### src/pmrs_pkg.sv
package pmrs_pkg;

  localparam int ADDR_W = 5;
  localparam int DATA_W = 16;

  typedef logic [DATA_W-1:0] pmrs_word_t;
  typedef logic [ADDR_W-1:0] pmrs_addr_t;

  // register offsets
  localparam pmrs_addr_t OFF_CTRL  = 5'h00;
  localparam pmrs_addr_t OFF_STAT  = 5'h01;
  localparam pmrs_addr_t OFF_ID_UP = 5'h02;
  localparam pmrs_addr_t OFF_ID_LO = 5'h03;
  localparam pmrs_addr_t OFF_ADV   = 5'h04;
  localparam pmrs_addr_t OFF_LP    = 5'h05;

  // basic control fields
  localparam int CTL_SOFT_RESET     = 15;
  localparam int CTL_LOOPBACK       = 14;
  localparam int CTL_FORCE_100      = 13;
  localparam int CTL_NEG_ON         = 12;
  localparam int CTL_POWER_DOWN     = 11;
  localparam int CTL_ISOLATE        = 10;
  localparam int CTL_NEG_RESTART    = 9;
  localparam int CTL_FULL_DUPLEX    = 8;
  localparam int CTL_XOVER_FLAVOR   = 5;
  localparam int CTL_FIXED_STRAIGHT = 4;
  localparam int CTL_AUTO_XOVER_OFF = 3;
  localparam int CTL_FAR_FAULT_OFF  = 2;
  localparam int CTL_TX_OFF         = 1;
  localparam int CTL_INDICATOR_OFF  = 0;

  localparam pmrs_word_t CTL_RESET      = 16'h3120;
  localparam pmrs_word_t CTL_STORE_MASK = 16'h7d3f;
  localparam pmrs_word_t CTL_RSVD_MASK  = 16'h00c0;

  // basic status fields
  localparam pmrs_word_t STAT_FIXED    = 16'h7808;
  localparam int         STAT_NEG_DONE = 5;
  localparam int         STAT_FAULT    = 4;
  localparam int         STAT_LINK     = 2;
  localparam logic [4:0] STAT_ABIL_TOP = 5'h0f;
  localparam int         STAT_ABIL_NEG = 3;
  localparam int         STAT_EXT      = 0;
  localparam int         STAT_FOUR_PR  = 15;

  // advertisement and partner ability
  localparam pmrs_word_t ADV_RESET     = 16'h0de1;
  localparam pmrs_word_t ADV_WR_MASK   = 16'h07e0;
  localparam logic [4:0] ADV_SELECTOR  = 5'h01;
  localparam pmrs_word_t LP_CAPT_MASK  = 16'h05e0;
  localparam pmrs_word_t LP_FIXED      = 16'h0001;
  localparam pmrs_word_t WORD_ZERO     = 16'h0000;

  // pins crossing into the core clock
  localparam int PIN_W = DATA_W + 4;

endpackage : pmrs_pkg

### src/pmrs_pin_sync.sv
`timescale 1ns/1ps
module pmrs_pin_sync #(
  parameter int W = 1
) (
  input  wire logic         clk,
  input  wire logic         rst_n,
  input  wire logic [W-1:0] d,
  output wire logic [W-1:0] q
);

  genvar i;
  generate
    for (i = 0; i < W; i++) begin : g_bit
      logic s1_reg;
      logic s2_reg;
      logic s3_reg;
      logic q_reg;
      // a change counts once the second and third stages agree
      always_ff @(posedge clk or negedge rst_n) begin
        if (!rst_n) begin
          s1_reg <= 1'b0;
          s2_reg <= 1'b0;
          s3_reg <= 1'b0;
          q_reg  <= 1'b0;
        end else begin
          s1_reg <= d[i];
          s2_reg <= s1_reg;
          s3_reg <= s2_reg;
          if (s2_reg == s3_reg) begin
            q_reg <= s3_reg;
          end
        end
      end
      assign q[i] = q_reg;
    end
  endgenerate

endmodule : pmrs_pin_sync

### src/pmrs_register_set.sv
// Decided for this implementation: the strobed register port.
`timescale 1ns/1ps
// Summary of operation
// - bit 4 fixes crossover: straight or crossed
// - bit 3 turns automatic crossover off
// - bit 2 suppresses far end fault detection
// - bit 1 stops the transmitter
// - bit 0 switches indicators off
// - status 14..11 read one, abilities
// - status 15 reads zero, no four-pair
// - status 0 reads zero, no extension
// - status 5 shows negotiation finished
// - status 4 shows remote fault
// - status 3 reads one, can negotiate
// - status 2 shows current link state
// - identifier split over offsets 2, 3
// - advertise bit 10 offers pause, resets one
// - advertise bits 8..5 offer speeds, reset one
// - advertise bits 4..0 fixed selector 00001
// - partner bit 10 shows partner pause
// - partner bits 8..5 show partner speeds
// - control bit 12 enables negotiation
module pmrs_register_set
  import pmrs_pkg::*;
#(
  parameter pmrs_word_t ID_UPPER = 16'h0a5a, // arbitrary value
  parameter pmrs_word_t ID_LOWER = 16'h5a0a  // arbitrary value
) (
  input  wire logic       CORE_CLK,
  input  wire logic       RESETN,
  input  wire pmrs_addr_t ADDR,
  input  wire pmrs_word_t WDATA,
  input  wire logic       WR,
  input  wire logic       RD,
  input  wire logic       LINK_UP,
  input  wire logic       REMOTE_FAULT,
  input  wire logic       NEGOTIATION_DONE_IN,
  input  wire logic       AUTO_STRAIGHT,
  input  wire pmrs_word_t PARTNER_PAGE,
  output pmrs_word_t      RDATA,
  output logic            SOFT_RESET,
  output logic            LOOPBACK,
  output logic            FORCE_100,
  output logic            FULL_DUPLEX,
  output logic            POWER_DOWN,
  output logic            ISOLATE,
  output logic            NEGOTIATION_ON,
  output logic            NEGOTIATION_RESTART,
  output logic            XOVER_FLAVOR,
  output logic            MDI_STRAIGHT,
  output logic            FAR_FAULT_DETECT_OFF,
  output logic            TX_OFF,
  output logic            INDICATOR_OFF,
  output pmrs_word_t      ADV_PAGE
);

  logic             rst_meta_reg;
  logic             rst_n;
  logic [PIN_W-1:0] pins_raw;
  logic [PIN_W-1:0] pins_s;
  logic             link_s;
  logic             fault_s;
  logic             done_s;
  logic             auto_s;
  pmrs_word_t       page_s;
  logic             done_d_reg;
  logic             done_rise;
  pmrs_word_t       ctrl_reg;
  pmrs_word_t       ctrl_next;
  pmrs_word_t       adv_reg;
  pmrs_word_t       adv_next;
  pmrs_word_t       lp_reg;
  pmrs_word_t       lp_next;
  pmrs_word_t       stat;
  pmrs_word_t       rdata_next;
  logic             wr_ctrl;
  logic             wr_adv;

  // reset release through two flops
  always_ff @(posedge CORE_CLK or negedge RESETN) begin
    if (!RESETN) begin
      rst_meta_reg <= 1'b0;
      rst_n        <= 1'b0;
    end else begin
      rst_meta_reg <= 1'b1;
      rst_n        <= rst_meta_reg;
    end
  end

  // pins from the line side
  assign pins_raw = {LINK_UP, REMOTE_FAULT, NEGOTIATION_DONE_IN,
                     AUTO_STRAIGHT, PARTNER_PAGE};

  pmrs_pin_sync #(
    .W (PIN_W)
  ) u_pin_sync (
    .clk   (CORE_CLK),
    .rst_n (rst_n),
    .d     (pins_raw),
    .q     (pins_s)
  );

  assign link_s  = pins_s[PIN_W-1];
  assign fault_s = pins_s[PIN_W-2];
  assign done_s  = pins_s[PIN_W-3];
  assign auto_s  = pins_s[PIN_W-4];
  assign page_s  = pins_s[DATA_W-1:0];

  assign wr_ctrl = WR && (ADDR == OFF_CTRL);
  assign wr_adv  = WR && (ADDR == OFF_ADV);

  // control register
  always_comb begin
    ctrl_next = ctrl_reg;
    if (wr_ctrl) begin
      if (WDATA[CTL_SOFT_RESET]) begin
        ctrl_next = CTL_RESET;
      end else begin
        ctrl_next = WDATA & CTL_STORE_MASK;
      end
    end
  end

  always_ff @(posedge CORE_CLK or negedge rst_n) begin
    if (!rst_n) begin
      ctrl_reg <= CTL_RESET;
    end else begin
      ctrl_reg <= ctrl_next;
    end
  end

  // advertisement register
  always_comb begin
    adv_next = adv_reg;
    if (wr_ctrl && WDATA[CTL_SOFT_RESET]) begin
      adv_next = ADV_RESET;
    end else if (wr_adv) begin
      adv_next = (WDATA & ADV_WR_MASK) |
                 (ADV_RESET & ~ADV_WR_MASK);
    end
  end

  always_ff @(posedge CORE_CLK or negedge rst_n) begin
    if (!rst_n) begin
      adv_reg <= ADV_RESET;
    end else begin
      adv_reg <= adv_next;
    end
  end

  // partner ability capture
  assign done_rise = done_s && !done_d_reg;

  always_ff @(posedge CORE_CLK or negedge rst_n) begin
    if (!rst_n) begin
      done_d_reg <= 1'b0;
    end else begin
      done_d_reg <= done_s;
    end
  end

  always_comb begin
    lp_next = lp_reg;
    if (done_rise && ctrl_reg[CTL_NEG_ON]) begin
      lp_next = page_s & LP_CAPT_MASK;
    end else if (wr_ctrl && WDATA[CTL_SOFT_RESET]) begin
      lp_next = WORD_ZERO;
    end
  end

  always_ff @(posedge CORE_CLK or negedge rst_n) begin
    if (!rst_n) begin
      lp_reg <= WORD_ZERO;
    end else begin
      lp_reg <= lp_next;
    end
  end

  // status word
  always_comb begin
    stat = STAT_FIXED;
    stat[STAT_NEG_DONE] = done_s && ctrl_reg[CTL_NEG_ON];
    stat[STAT_FAULT] = fault_s &&
                       !ctrl_reg[CTL_FAR_FAULT_OFF];
    stat[STAT_LINK] = link_s;
  end

  // read decode
  always_comb begin
    rdata_next = WORD_ZERO;
    if (RD) begin
      if (ADDR == OFF_CTRL) begin
        rdata_next = ctrl_reg;
      end else if (ADDR == OFF_STAT) begin
        rdata_next = stat;
      end else if (ADDR == OFF_ID_UP) begin
        rdata_next = ID_UPPER;
      end else if (ADDR == OFF_ID_LO) begin
        rdata_next = ID_LOWER;
      end else if (ADDR == OFF_ADV) begin
        rdata_next = adv_reg;
      end else if (ADDR == OFF_LP) begin
        rdata_next = lp_reg | LP_FIXED;
      end else begin
        rdata_next = WORD_ZERO;
      end
    end
  end

  always_ff @(posedge CORE_CLK or negedge rst_n) begin
    if (!rst_n) begin
      RDATA <= WORD_ZERO;
    end else begin
      RDATA <= rdata_next;
    end
  end

  // self-clearing command pulses
  always_ff @(posedge CORE_CLK or negedge rst_n) begin
    if (!rst_n) begin
      SOFT_RESET          <= 1'b0;
      NEGOTIATION_RESTART <= 1'b0;
    end else begin
      SOFT_RESET          <= wr_ctrl && WDATA[CTL_SOFT_RESET];
      NEGOTIATION_RESTART <= wr_ctrl && WDATA[CTL_NEG_RESTART] &&
                             !WDATA[CTL_SOFT_RESET];
    end
  end

  // control levels to the line side
  always_ff @(posedge CORE_CLK or negedge rst_n) begin
    if (!rst_n) begin
      LOOPBACK             <= 1'b0;
      FORCE_100            <= 1'b0;
      FULL_DUPLEX          <= 1'b0;
      POWER_DOWN           <= 1'b0;
      ISOLATE              <= 1'b0;
      NEGOTIATION_ON       <= 1'b0;
      XOVER_FLAVOR         <= 1'b0;
      MDI_STRAIGHT         <= 1'b0;
      FAR_FAULT_DETECT_OFF <= 1'b0;
      TX_OFF               <= 1'b0;
      INDICATOR_OFF        <= 1'b0;
      ADV_PAGE             <= WORD_ZERO;
    end else begin
      LOOPBACK             <= ctrl_reg[CTL_LOOPBACK];
      FORCE_100            <= ctrl_reg[CTL_FORCE_100];
      FULL_DUPLEX          <= ctrl_reg[CTL_FULL_DUPLEX];
      POWER_DOWN           <= ctrl_reg[CTL_POWER_DOWN];
      ISOLATE              <= ctrl_reg[CTL_ISOLATE];
      NEGOTIATION_ON       <= ctrl_reg[CTL_NEG_ON];
      XOVER_FLAVOR         <= ctrl_reg[CTL_XOVER_FLAVOR];
      MDI_STRAIGHT         <= ctrl_reg[CTL_AUTO_XOVER_OFF] ?
                              ctrl_reg[CTL_FIXED_STRAIGHT] :
                              auto_s;
      FAR_FAULT_DETECT_OFF <= ctrl_reg[CTL_FAR_FAULT_OFF];
      TX_OFF               <= ctrl_reg[CTL_TX_OFF];
      INDICATOR_OFF        <= ctrl_reg[CTL_INDICATOR_OFF];
      ADV_PAGE             <= ctrl_reg[CTL_NEG_ON] ?
                              adv_reg : WORD_ZERO;
    end
  end

  // checks
  AST_XOVER_FIXED:
    assert property (@(posedge CORE_CLK) disable iff (!rst_n)
      ctrl_reg[CTL_AUTO_XOVER_OFF] |=>
        MDI_STRAIGHT == $past(ctrl_reg[CTL_FIXED_STRAIGHT]))
    else $error("fixed crossover not applied");

  AST_XOVER_AUTO:
    assert property (@(posedge CORE_CLK) disable iff (!rst_n)
      !ctrl_reg[CTL_AUTO_XOVER_OFF] |=> MDI_STRAIGHT == $past(auto_s))
    else $error("automatic crossover not followed");

  AST_FAULT_OFF:
    assert property (@(posedge CORE_CLK) disable iff (!rst_n)
      RD && ADDR == OFF_STAT && ctrl_reg[CTL_FAR_FAULT_OFF] |=>
        !RDATA[STAT_FAULT])
    else $error("fault shown while detection off");

  AST_TX_OFF:
    assert property (@(posedge CORE_CLK) disable iff (!rst_n)
      (wr_ctrl && !WDATA[CTL_SOFT_RESET]) ##1 !wr_ctrl |=>
        TX_OFF == $past(WDATA[CTL_TX_OFF], 2))
    else $error("transmit off does not follow write");

  AST_IND_OFF:
    assert property (@(posedge CORE_CLK) disable iff (!rst_n)
      (wr_ctrl && !WDATA[CTL_SOFT_RESET]) ##1 !wr_ctrl |=>
        INDICATOR_OFF == $past(WDATA[CTL_INDICATOR_OFF], 2))
    else $error("indicator off does not follow write");

  AST_STAT_FIXED:
    assert property (@(posedge CORE_CLK) disable iff (!rst_n)
      RD && ADDR == OFF_STAT |=>
        RDATA[STAT_FOUR_PR -: $bits(STAT_ABIL_TOP)] == STAT_ABIL_TOP &&
        RDATA[STAT_ABIL_NEG] && !RDATA[STAT_EXT])
    else $error("fixed status bits wrong");

  AST_STAT_LIVE:
    assert property (@(posedge CORE_CLK) disable iff (!rst_n)
      RD && ADDR == OFF_STAT |=>
        RDATA[STAT_LINK] == $past(link_s) &&
        RDATA[STAT_NEG_DONE] == $past(done_s && ctrl_reg[CTL_NEG_ON]))
    else $error("live status bits wrong");

  AST_ID_READ:
    assert property (@(posedge CORE_CLK) disable iff (!rst_n)
      RD && ADDR == OFF_ID_LO |=> RDATA == ID_LOWER)
    else $error("identifier read wrong");

  AST_ADV_RW:
    assert property (@(posedge CORE_CLK) disable iff (!rst_n)
      wr_adv ##1 (RD && ADDR == OFF_ADV && !WR) |=>
        (RDATA & ADV_WR_MASK) == ($past(WDATA, 2) & ADV_WR_MASK) &&
        RDATA[$bits(ADV_SELECTOR)-1:0] == ADV_SELECTOR)
    else $error("advertisement write not read back");

  AST_LP_CAPTURE:
    assert property (@(posedge CORE_CLK) disable iff (!rst_n)
      done_rise && ctrl_reg[CTL_NEG_ON] |=>
        lp_reg == ($past(page_s) & LP_CAPT_MASK))
    else $error("partner ability not captured");

  AST_ADV_GATE:
    assert property (@(posedge CORE_CLK) disable iff (!rst_n)
      !ctrl_reg[CTL_NEG_ON] |=> ADV_PAGE == WORD_ZERO)
    else $error("advertisement out while negotiation off");

  AST_RSVD_CTRL:
    assert property (@(posedge CORE_CLK) disable iff (!rst_n)
      wr_ctrl |=> (ctrl_reg & CTL_RSVD_MASK) == WORD_ZERO &&
        !ctrl_reg[CTL_SOFT_RESET] && !ctrl_reg[CTL_NEG_RESTART])
    else $error("reserved or self-clearing bit held");

  AST_SOFT_RESET:
    assert property (@(posedge CORE_CLK) disable iff (!rst_n)
      wr_ctrl && WDATA[CTL_SOFT_RESET] |=>
        ctrl_reg == CTL_RESET && adv_reg == ADV_RESET && SOFT_RESET)
    else $error("soft reset did not reload defaults");

endmodule : pmrs_register_set

### config.mk
export PLATFORM = sky130hd
export DESIGN_NAME = pmrs_register_set
export DESIGN_NICKNAME = d
export VERILOG_FILES = /design/src/pmrs_pkg.sv /design/src/pmrs_pin_sync.sv /design/src/pmrs_register_set.sv
export SDC_FILE = /design/constraint.sdc
export NUM_CORES = 1
export LEC_CHECK = 0
export ABC_AREA = 1
export BUFFER_PORTS_ARGS = -buffer_cell sky130_fd_sc_hd__buf_4
export CAP_MARGIN = 25
export CELL_PAD_IN_SITES_DETAIL_PLACEMENT = 1
export CELL_PAD_IN_SITES_GLOBAL_PLACEMENT = 2
export CORE_MARGIN = 2
export CORE_UTILIZATION = 30
export DETAILED_ROUTE_END_ITERATION = 7
export PLACE_DENSITY_LB_ADDON = 0.08
export SLEW_MARGIN = 5
export SYNTH_ARGS = -nofsm -noshare
export SYNTH_HDL_FRONTEND = slang
export SYNTH_SLANG_ARGS = --single-unit
### constraint.sdc
create_clock -name CORE_CLK -period 3.3 [get_ports CORE_CLK]
set_input_delay 0.495 -clock CORE_CLK [delete_from_list [all_inputs] [get_ports CORE_CLK]]
set_output_delay 0.495 -clock CORE_CLK [all_outputs]
set_load 0.02 [all_outputs]
==> results of run 1 <==
worst max-delay path, stage by stage:
cell     delay, ns
buf_4         0.12
nor2_4        0.27
nand3_4       0.19
nor2_4        0.39
inv_1         0.28
nand2_1       0.13
nand2_1       0.06
through the flow:
step / setup WS [ns] / utilization
3_3_place_gp: 1.21 / 0.360
5_1_grt: 1.40 / 0.388
4_1_cts: 1.55 / 0.388
2_1_floorplan: 0.444 / -
6_report: 1.60 / 0.388
3_5_place_dp: 1.19 / 0.360
Yosys cell counts, drive strengths merged:
cell and count:
nand3 38, clkbuf 1, a21oi 9, conb 2, dfstp 9, buf 16
dfrtp 87, inv 24, nand2 60, nor3 1, maj3 9, nand3b 1
clkinv 1, mux2 1, o21ai 9, nor2 24, nand4 3
power by group through the flow:
stage	Clock, uW	Sequential [uW]	Combinational (uW)
3_3_place_gp	0	1440	328
6_report	1070	1420	327
4_1_cts	1100	1420	334
5_1_grt	1150	1440	365
2_1_floorplan	0	1470	148
3_5_place_dp	0	1450	333
cells by family after synthesis:
logic type	share of synthesized area
buffers and inverters	0.0656
DFF	0.699
adders and majority gates	0.0261
muxes	0.00326
and+or+nand+nor	0.177
other	0.00218
AOI/OAI and AO/OA	0.0272
metal layers:
layer | part of all wire | GRT usage
met5 | 0 | 0
met4 | 0.017 | 0.0519
met3 | 0.040 | 0.0284
met2 | 0.48 | 0.209
met1 | 0.47 | 0.174
cell usage in the layout (no fill, tap or decap):
master / n
nand3_2: 1
nand4_1: 3
inv_8: 1
nor2_1: 18
a21oi_2: 1
nor2_4: 6
buf_12: 1
dlygate4sd3_1: 1
nor3_1: 1
clkbuf_1: 1
dfrtp_1: 86
a21oi_1: 8
clkinv_4: 2
clkinv_1: 1
inv_2: 1
inv_1: 22
dfstp_2: 9
bufinv_16: 1
mux2_2: 1
inv_6: 2
o21ai_0: 9
inv_4: 1
buf_4: 69
nand3b_1: 1
dfrtp_4: 1
clkbuf_16: 9
nand2_2: 1
nand2_4: 1
nand3_1: 36
nand3_4: 1
maj3_1: 9
nand2_1: 58
conb_1: 10
cell type report:
| type | instances | area (sq um) | share of cell area |
|---|---|---|---|
| clock buffer | 10 | 229 | 0.0522 |
| clock inverter | 6 | 76.3 | 0.0174 |
| inverter | 25 | 96.3 | 0.0220 |
| multi-input combinational | 165 | 842 | 0.192 |
| sequential | 96 | 2420 | 0.551 |
| tap | 143 | 179 | 0.0408 |
| timing repair buffer | 71 | 548 | 0.125 |
worst paths after layout:
kind / from / endpoint / slack (ns) / cells after the start
max: ADDR[2] / ctrl_reg[4]$_DFFE_PN0N_ / 1.60 / 7
min: LINK_UP / u_pin_sync.g_bit[19].s1_reg$_DFF_PN0_ / 0.26 / 1
max reg2reg: ctrl_reg[12]$_DFFE_PN1N_ / lp_reg[10]$_DFFE_PN0P_ / 1.77 / 5
min reg2reg: rst_n$_DFF_PN0_ / u_pin_sync.g_bit[18].s1_reg$_DFF_PN0_ / 0.30 / 0
max in group asynchronous: rst_n$_DFF_PN0_ / ctrl_reg[8]$_DFFE_PN1N_ / 2.27 / 1
min in group asynchronous: rst_n$_DFF_PN0_ / u_pin_sync.g_bit[18].s1_reg$_DFF_PN0_ / 0.30 / 0
what timing repair did:
action / in CTS / in global routing
hold endpoints to repair: 2 / 0
hold buffers: 1 / 0
resized for setup: 0 / 0
endpoints found under the setup margin: 0 / 0
==> impl_metrics.py, run 1 <==
metrics = {
    "drt": {
        "drt-initial-drc-count": 47,
        "dr.pass1.iters": 4,
        "drt-vias-per-instance": 4.38,
        "wirelength_um": 7490,
        "dr_total_vias": 2259,
        "detail_route.wl_per_cell_um": 14.5,
        "drc": 0,
        "final_antenna_net_count": 0,
    },
    "clock_network": {
        "cts_tree": "yes",
        "clk_latency_ns": 0.34,
        "cts.sinks": 96,
        "cts.clk_slew.worst_paths_ns": 0.07,
        "cts_max_path_buffers": 2,
        "htree_levels": 3,
        "cts_setup_buffers": 0,
        "numCtsBuffers": 9,
        "root_buffer": "clkbuf_16",
    },
    "finish": {
        "largest_reg_flops": 15,
        "finish.net_count": 413,
        "design_area_sq_um": 4390,
        "area_delta_synth_final_pct": 27.1,
        "drive_above_1_share": 0.292,
        "fillers": 1261,
        "diodes": 0,
        "stdcell_count": 516,
    },
    "sta": {
        "hold_violations": 0,
        "min_period_ns": 1.70,
        "setup_violations": 0,
        "min_period_over_period": 0.516,
        "fin_setup_tns_ns": 0,
        "max_freq_mhz": 587,
        "drv_slew": 0,
        "finClkSkew_ns": 0.00776,
        "rsz0062_at_grt": "no",
        "holdWs_ns": 0.257,
    },
    "global_route": {
        "grt_max_degree": 59,
        "grt.total_usage": 0.131,
        "grt_pass1_vias": 2416,
        "grt_pass1_wl_um": 12500,
        "overflow": 0,
        "grt_antenna_before_repair": 0,
    },
    "logic_synthesis": {
        "synthTopCellsByArea": "dfrtp_1, dfstp_2, nand2_1",
        "yosysTopAreaCell": "dfrtp_1",
        "synth_cell_type_count": 27,
        "yosysWarnings": 0,
        "ys_seq_elements": 96,
        "synth_area_sq_um": 3450,
        "synth_top_area_frac": 0.631,
        "syn_area_per_cell_sq_um": 11.7,
        "synth_cells": 295,
        "synth.yosys.seq_area_share": 0.699,
    },
    "floorplanning": {
        "rows": 39,
        "core_sq_um": 11300,
        "initial_core_util": 0.305,
        "chipWidth_um": 111,
        "die_height_um": 111,
        "ioPinCount": 90,
        "dieArea_sq_um": 12400,
    },
    "setup_path": {
        "endpoint_kind": "flop",
        "worstPathArrival_ns": 1.93,
        "required_ns": 3.53,
        "start_kind": "input pin",
        "crit_fanout": 16,
        "crit_type": "in -> reg",
    },
    "place": {
        "io_buffers": 69,
        "place_area_sq_um": 4070,
        "place_congestion": 0.729,
        "detailed_place_hpwl_um": 5260,
        "dp_cells": 499,
    },
    "job": {
        "cap_violations": 0,
    },
    "pwr": {
        "p_clk_frac": 0.380,
        "net-switching-power_uw": 747,
        "ir_worst_vdd_mv": 0.274,
        "design_power_total_uw": 2820,
        "power.internal_uw": 2070,
        "p_sw_frac": 0.265,
        "p_leak_uw": 0.00221,
        "pwr-share-seq": 0.504,
        "p_per_area_nw_per_um2": 642,
        "power_frac_comb": 0.116,
    },
    "outcome": {
        "outcome": "finished, final reports clean",
    },
    "worst_hold_path": {
        "hold_path.class": "in -> reg",
    },
}
Power figures use the tool's default switching activity.
==> inputs of run 2 (changes only) <==
Settings changed: ABC_AREA 1 to 0.
Clock period 3.3 ns to 1.75 ns, I/O delays scaled along.
==> run 2 against run 1 <==
  * Flip-flop and latch count did not move
  * Area after synthesis rose by 1.6%
  * Clock skew rose by 0.0031 ns
  * Clock power rose by 110%
  * Wire length rose by 7.7%
  * Combinational power rose by 110%
  * Hold slack got worse by 0.23 ns
  * Final area rose by 3.4%
  * Via count rose by 0.22%
  * Sequential power rose by 91%
  * First-iteration DRC count rose by 51%
  * Highest routed layer unchanged
  * Largest cell class unchanged
  * Largest power group unchanged
  * Critical path type is now reg -> reg
==> impl_metrics.py, run 2 <==
metrics = {
    "outcome": {
        "outcome": "finished, final reports clean",
    },
    "job": {
        "cap_violations": 0,
    },
    "clock_network": {
        "root_buffer": "clkbuf_16",
        "cts.sinks": 96,
        "cts_tree": "yes",
        "cts.clk_slew.worst_paths_ns": 0.07,
        "cts_setup_buffers": 0,
        "clk_latency_ns": 0.34,
        "cts_max_path_buffers": 2,
        "htree_levels": 3,
        "numCtsBuffers": 9,
    },
    "worst_hold_path": {
        "hold_path.class": "in -> reg",
        "worstHoldStart": "PARTNER_PAGE[7]",
        "whs_path_depth": 1,
        "whs_endpoint": "u_pin_sync.g_bit[7].s1_reg$_DFF_PN0_",
    },
    "logic_synthesis": {
        "synth_cell_type_count": 46,
        "syn_area_per_cell_sq_um": 13.1,
        "synth.yosys.seq_area_share": 0.688,
        "yosysWarnings": 0,
        "synth_top_area_frac": 0.621,
        "async_flop_share": 1.00,
        "ys_top_cells_by_count": "dfrtp_1, o21ai_1, nand3_1",
        "synth_most_common_cell": "dfrtp_1",
        "synthTopCellsByArea": "dfrtp_1, dfstp_2, maj3_1",
        "synth_area_sq_um": 3510,
        "synth_edf_count": 0,
        "yosysTopAreaCell": "dfrtp_1",
        "synthFlopType": "dfrtp_1",
        "synth_cells": 267,
        "ys_seq_elements": 96,
    },
    "floorplanning": {
        "chipWidth_um": 112,
        "ioPinCount": 90,
        "rows": 39,
        "dieArea_sq_um": 12600,
        "core_sq_um": 11400,
        "die_height_um": 112,
        "initial_core_util": 0.307,
    },
    "setup_path": {
        "path_depth": 3,
        "start_kind": "flop",
        "cp_top_family": "flip-flops",
        "critPathBufInv": 0,
        "worstPathCellList": "nand2_1 -> nor2_1 -> o2bb2ai_1",
        "crit_fanout": 12,
        "cp_slowest_stage_delay_ns": 0.68,
        "cp_slowest_cell": "dfstp_2",
        "r2r_start": "ctrl_reg[12]$_DFFE_PN1N_",
        "required_ns": 2.01,
        "r2r_cells": 3,
        "r2r_end": "lp_reg[10]$_DFFE_PN0P_",
        "worstPathArrival_ns": 1.53,
        "r2r_slack_ns": 0.48,
        "endpoint_kind": "flop",
        "crit_type": "reg -> reg",
    },
    "pwr": {
        "p_sw_frac": 0.248,
        "p_clk_frac": 0.400,
        "power.internal_uw": 4240,
        "p_leak_uw": 0.00209,
        "ir_worst_vdd_mv": 0.477,
        "power_frac_comb": 0.120,
        "net-switching-power_uw": 1400,
        "p_per_area_nw_per_um2": 1240,
        "pwr-share-seq": 0.480,
    },
    "sta": {
        "max_freq_mhz": 786,
        "hold_violations": 0,
        "rsz0062_at_grt": "no",
        "min_period_over_period": 0.727,
        "finClkSkew_ns": 0.0108,
        "drv_slew": 0,
        "fin_setup_tns_ns": 0,
        "worst_pin_slew_ns": 0.814,
        "max_slew_margin": 0.457,
        "min_period_ns": 1.27,
        "setup_violations": 0,
    },
    "finish": {
        "drive_above_1_share": 0.339,
        "finish.net_count": 388,
        "largest_reg_flops": 15,
        "area_delta_synth_final_pct": 29.4,
        "layout_commonest_cell": "dfrtp_1",
        "diodes": 0,
        "fillers": 1231,
        "layout_common_cells": "dfrtp_1, buf_4, o21ai_1",
        "fin_util": 0.397,
    },
    "drt": {
        "drt-initial-drc-count": 71,
        "drt-vias-per-instance": 4.61,
        "dr.pass1.iters": 4,
        "drc": 0,
        "wirelength_um": 8060,
        "dr_total_vias": 2264,
        "final_antenna_net_count": 0,
        "detail_route.wl_per_cell_um": 16.4,
    },
    "global_route": {
        "grt_pass1_wl_um": 13000,
        "overflow": 0,
        "grt_max_degree": 43,
        "grt_pass1_vias": 2388,
        "grt_antenna_before_repair": 0,
        "grt.total_usage": 0.136,
    },
    "place": {
        "io_buffers": 69,
        "place_congestion": 0.731,
        "detailed_place_hpwl_um": 5650,
    },
}
[run 2: cell types whose count changed in the layout (fill, tap and decap cells not counted), sizes merged, moves of 6 or more]
cell     delta
o21ai      +22
nor3        +7
buf        +11
and2        +6
o2bb2ai     +6
nor2       -12
nand2      -53
inv        -22
nand2b     +10
nand3      -23
[run 2: cells by family after synthesis]
| family | Yosys count | share of synthesized area |
|---|---|---|
| and+or+nand+nor | 76 | 0.130 |
| muxes | 5 | 0.0153 |
| other | 2 | 0.00214 |
| buffers and inverters | 28 | 0.0514 |
| adders and majority gates | 9 | 0.0257 |
| DFF | 96 | 0.688 |
| AOI/OAI and AO/OA | 51 | 0.0874 |
[run 2: how the worst max path moves through the flow]
stage	start	end	slack (ns)
6_report	ctrl_reg[12]$_DFFE_PN1N_	lp_reg[10]$_DFFE_PN0P_	0.48
3_3_place_gp	ADDR[0]	NEGOTIATION_RESTART$_DFF_PN0_	0.21
4_1_cts	ctrl_reg[12]$_DFFE_PN1N_	lp_reg[5]$_DFFE_PN0P_	0.42
2_1_floorplan	rst_n$_DFF_PN0_	ADV_PAGE[0]$_DFF_PN0_	0.14
5_1_grt	ctrl_reg[12]$_DFFE_PN1N_	lp_reg[8]$_DFFE_PN0P_	0.37
3_5_place_dp	ADDR[0]	NEGOTIATION_RESTART$_DFF_PN0_	0.18
[run 2: layout make-up]
cell class	count	area, sq um	area share
clock buffer	10	229	0.0505
timing repair buffer	82	643	0.142
inverter	3	11.3	0.00248
multi-input combinational	151	942	0.208
clock inverter	6	115	0.0254
sequential	96	2420	0.533
tap	143	179	0.0394
[run 2: power by group through the flow]
stage | clock network, uW | registers, uW | logic, uW
floorplan | 0 | 2780 | 340
global placement | 0 | 2750 | 674
detailed placement | 0 | 2760 | 686
CTS | 2330 | 2720 | 691
global route | 2410 | 2750 | 754
finish | 2250 | 2710 | 677
[run 2: worst register-to-register path: cells and delay by family, from the launching register on]
| kind | cells | cell delay, ns |
|---|---|---|
| and+or+nand+nor | 2 | 0.36 |
| AOI/OAI and AO/OA | 1 | 0.15 |
| DFF | 1 | 0.68 |
[run 2: metal layers]
layer	part of all wire	routed length (um)	GRT usage
met5	0	0	0
met4	0.031	252	0.0642
met2	0.46	3680	0.205
met1	0.47	3760	0.188
met3	0.046	371	0.0313
[run 2: what timing repair did]
item / CTS / global route
hold buffers: 1 / 0
endpoints found under the hold margin: 2 / 0
resized for setup: 0 / 0
[run 2: stage by stage]
step	cells	setup slack, ns	hold slack [ns]	instance area, sq um	power, uW
floorplan	275	0.144	-0.0331	3540	3120
CTS	491	0.417	0.0100	4540	5740
global route	491	0.371	0.00843	4540	5910
detailed placement	474	0.178	0.0462	4180	3450
global placement	474	0.207	0.0452	4180	3430
finish	491	0.478	0.0238	4540	5640
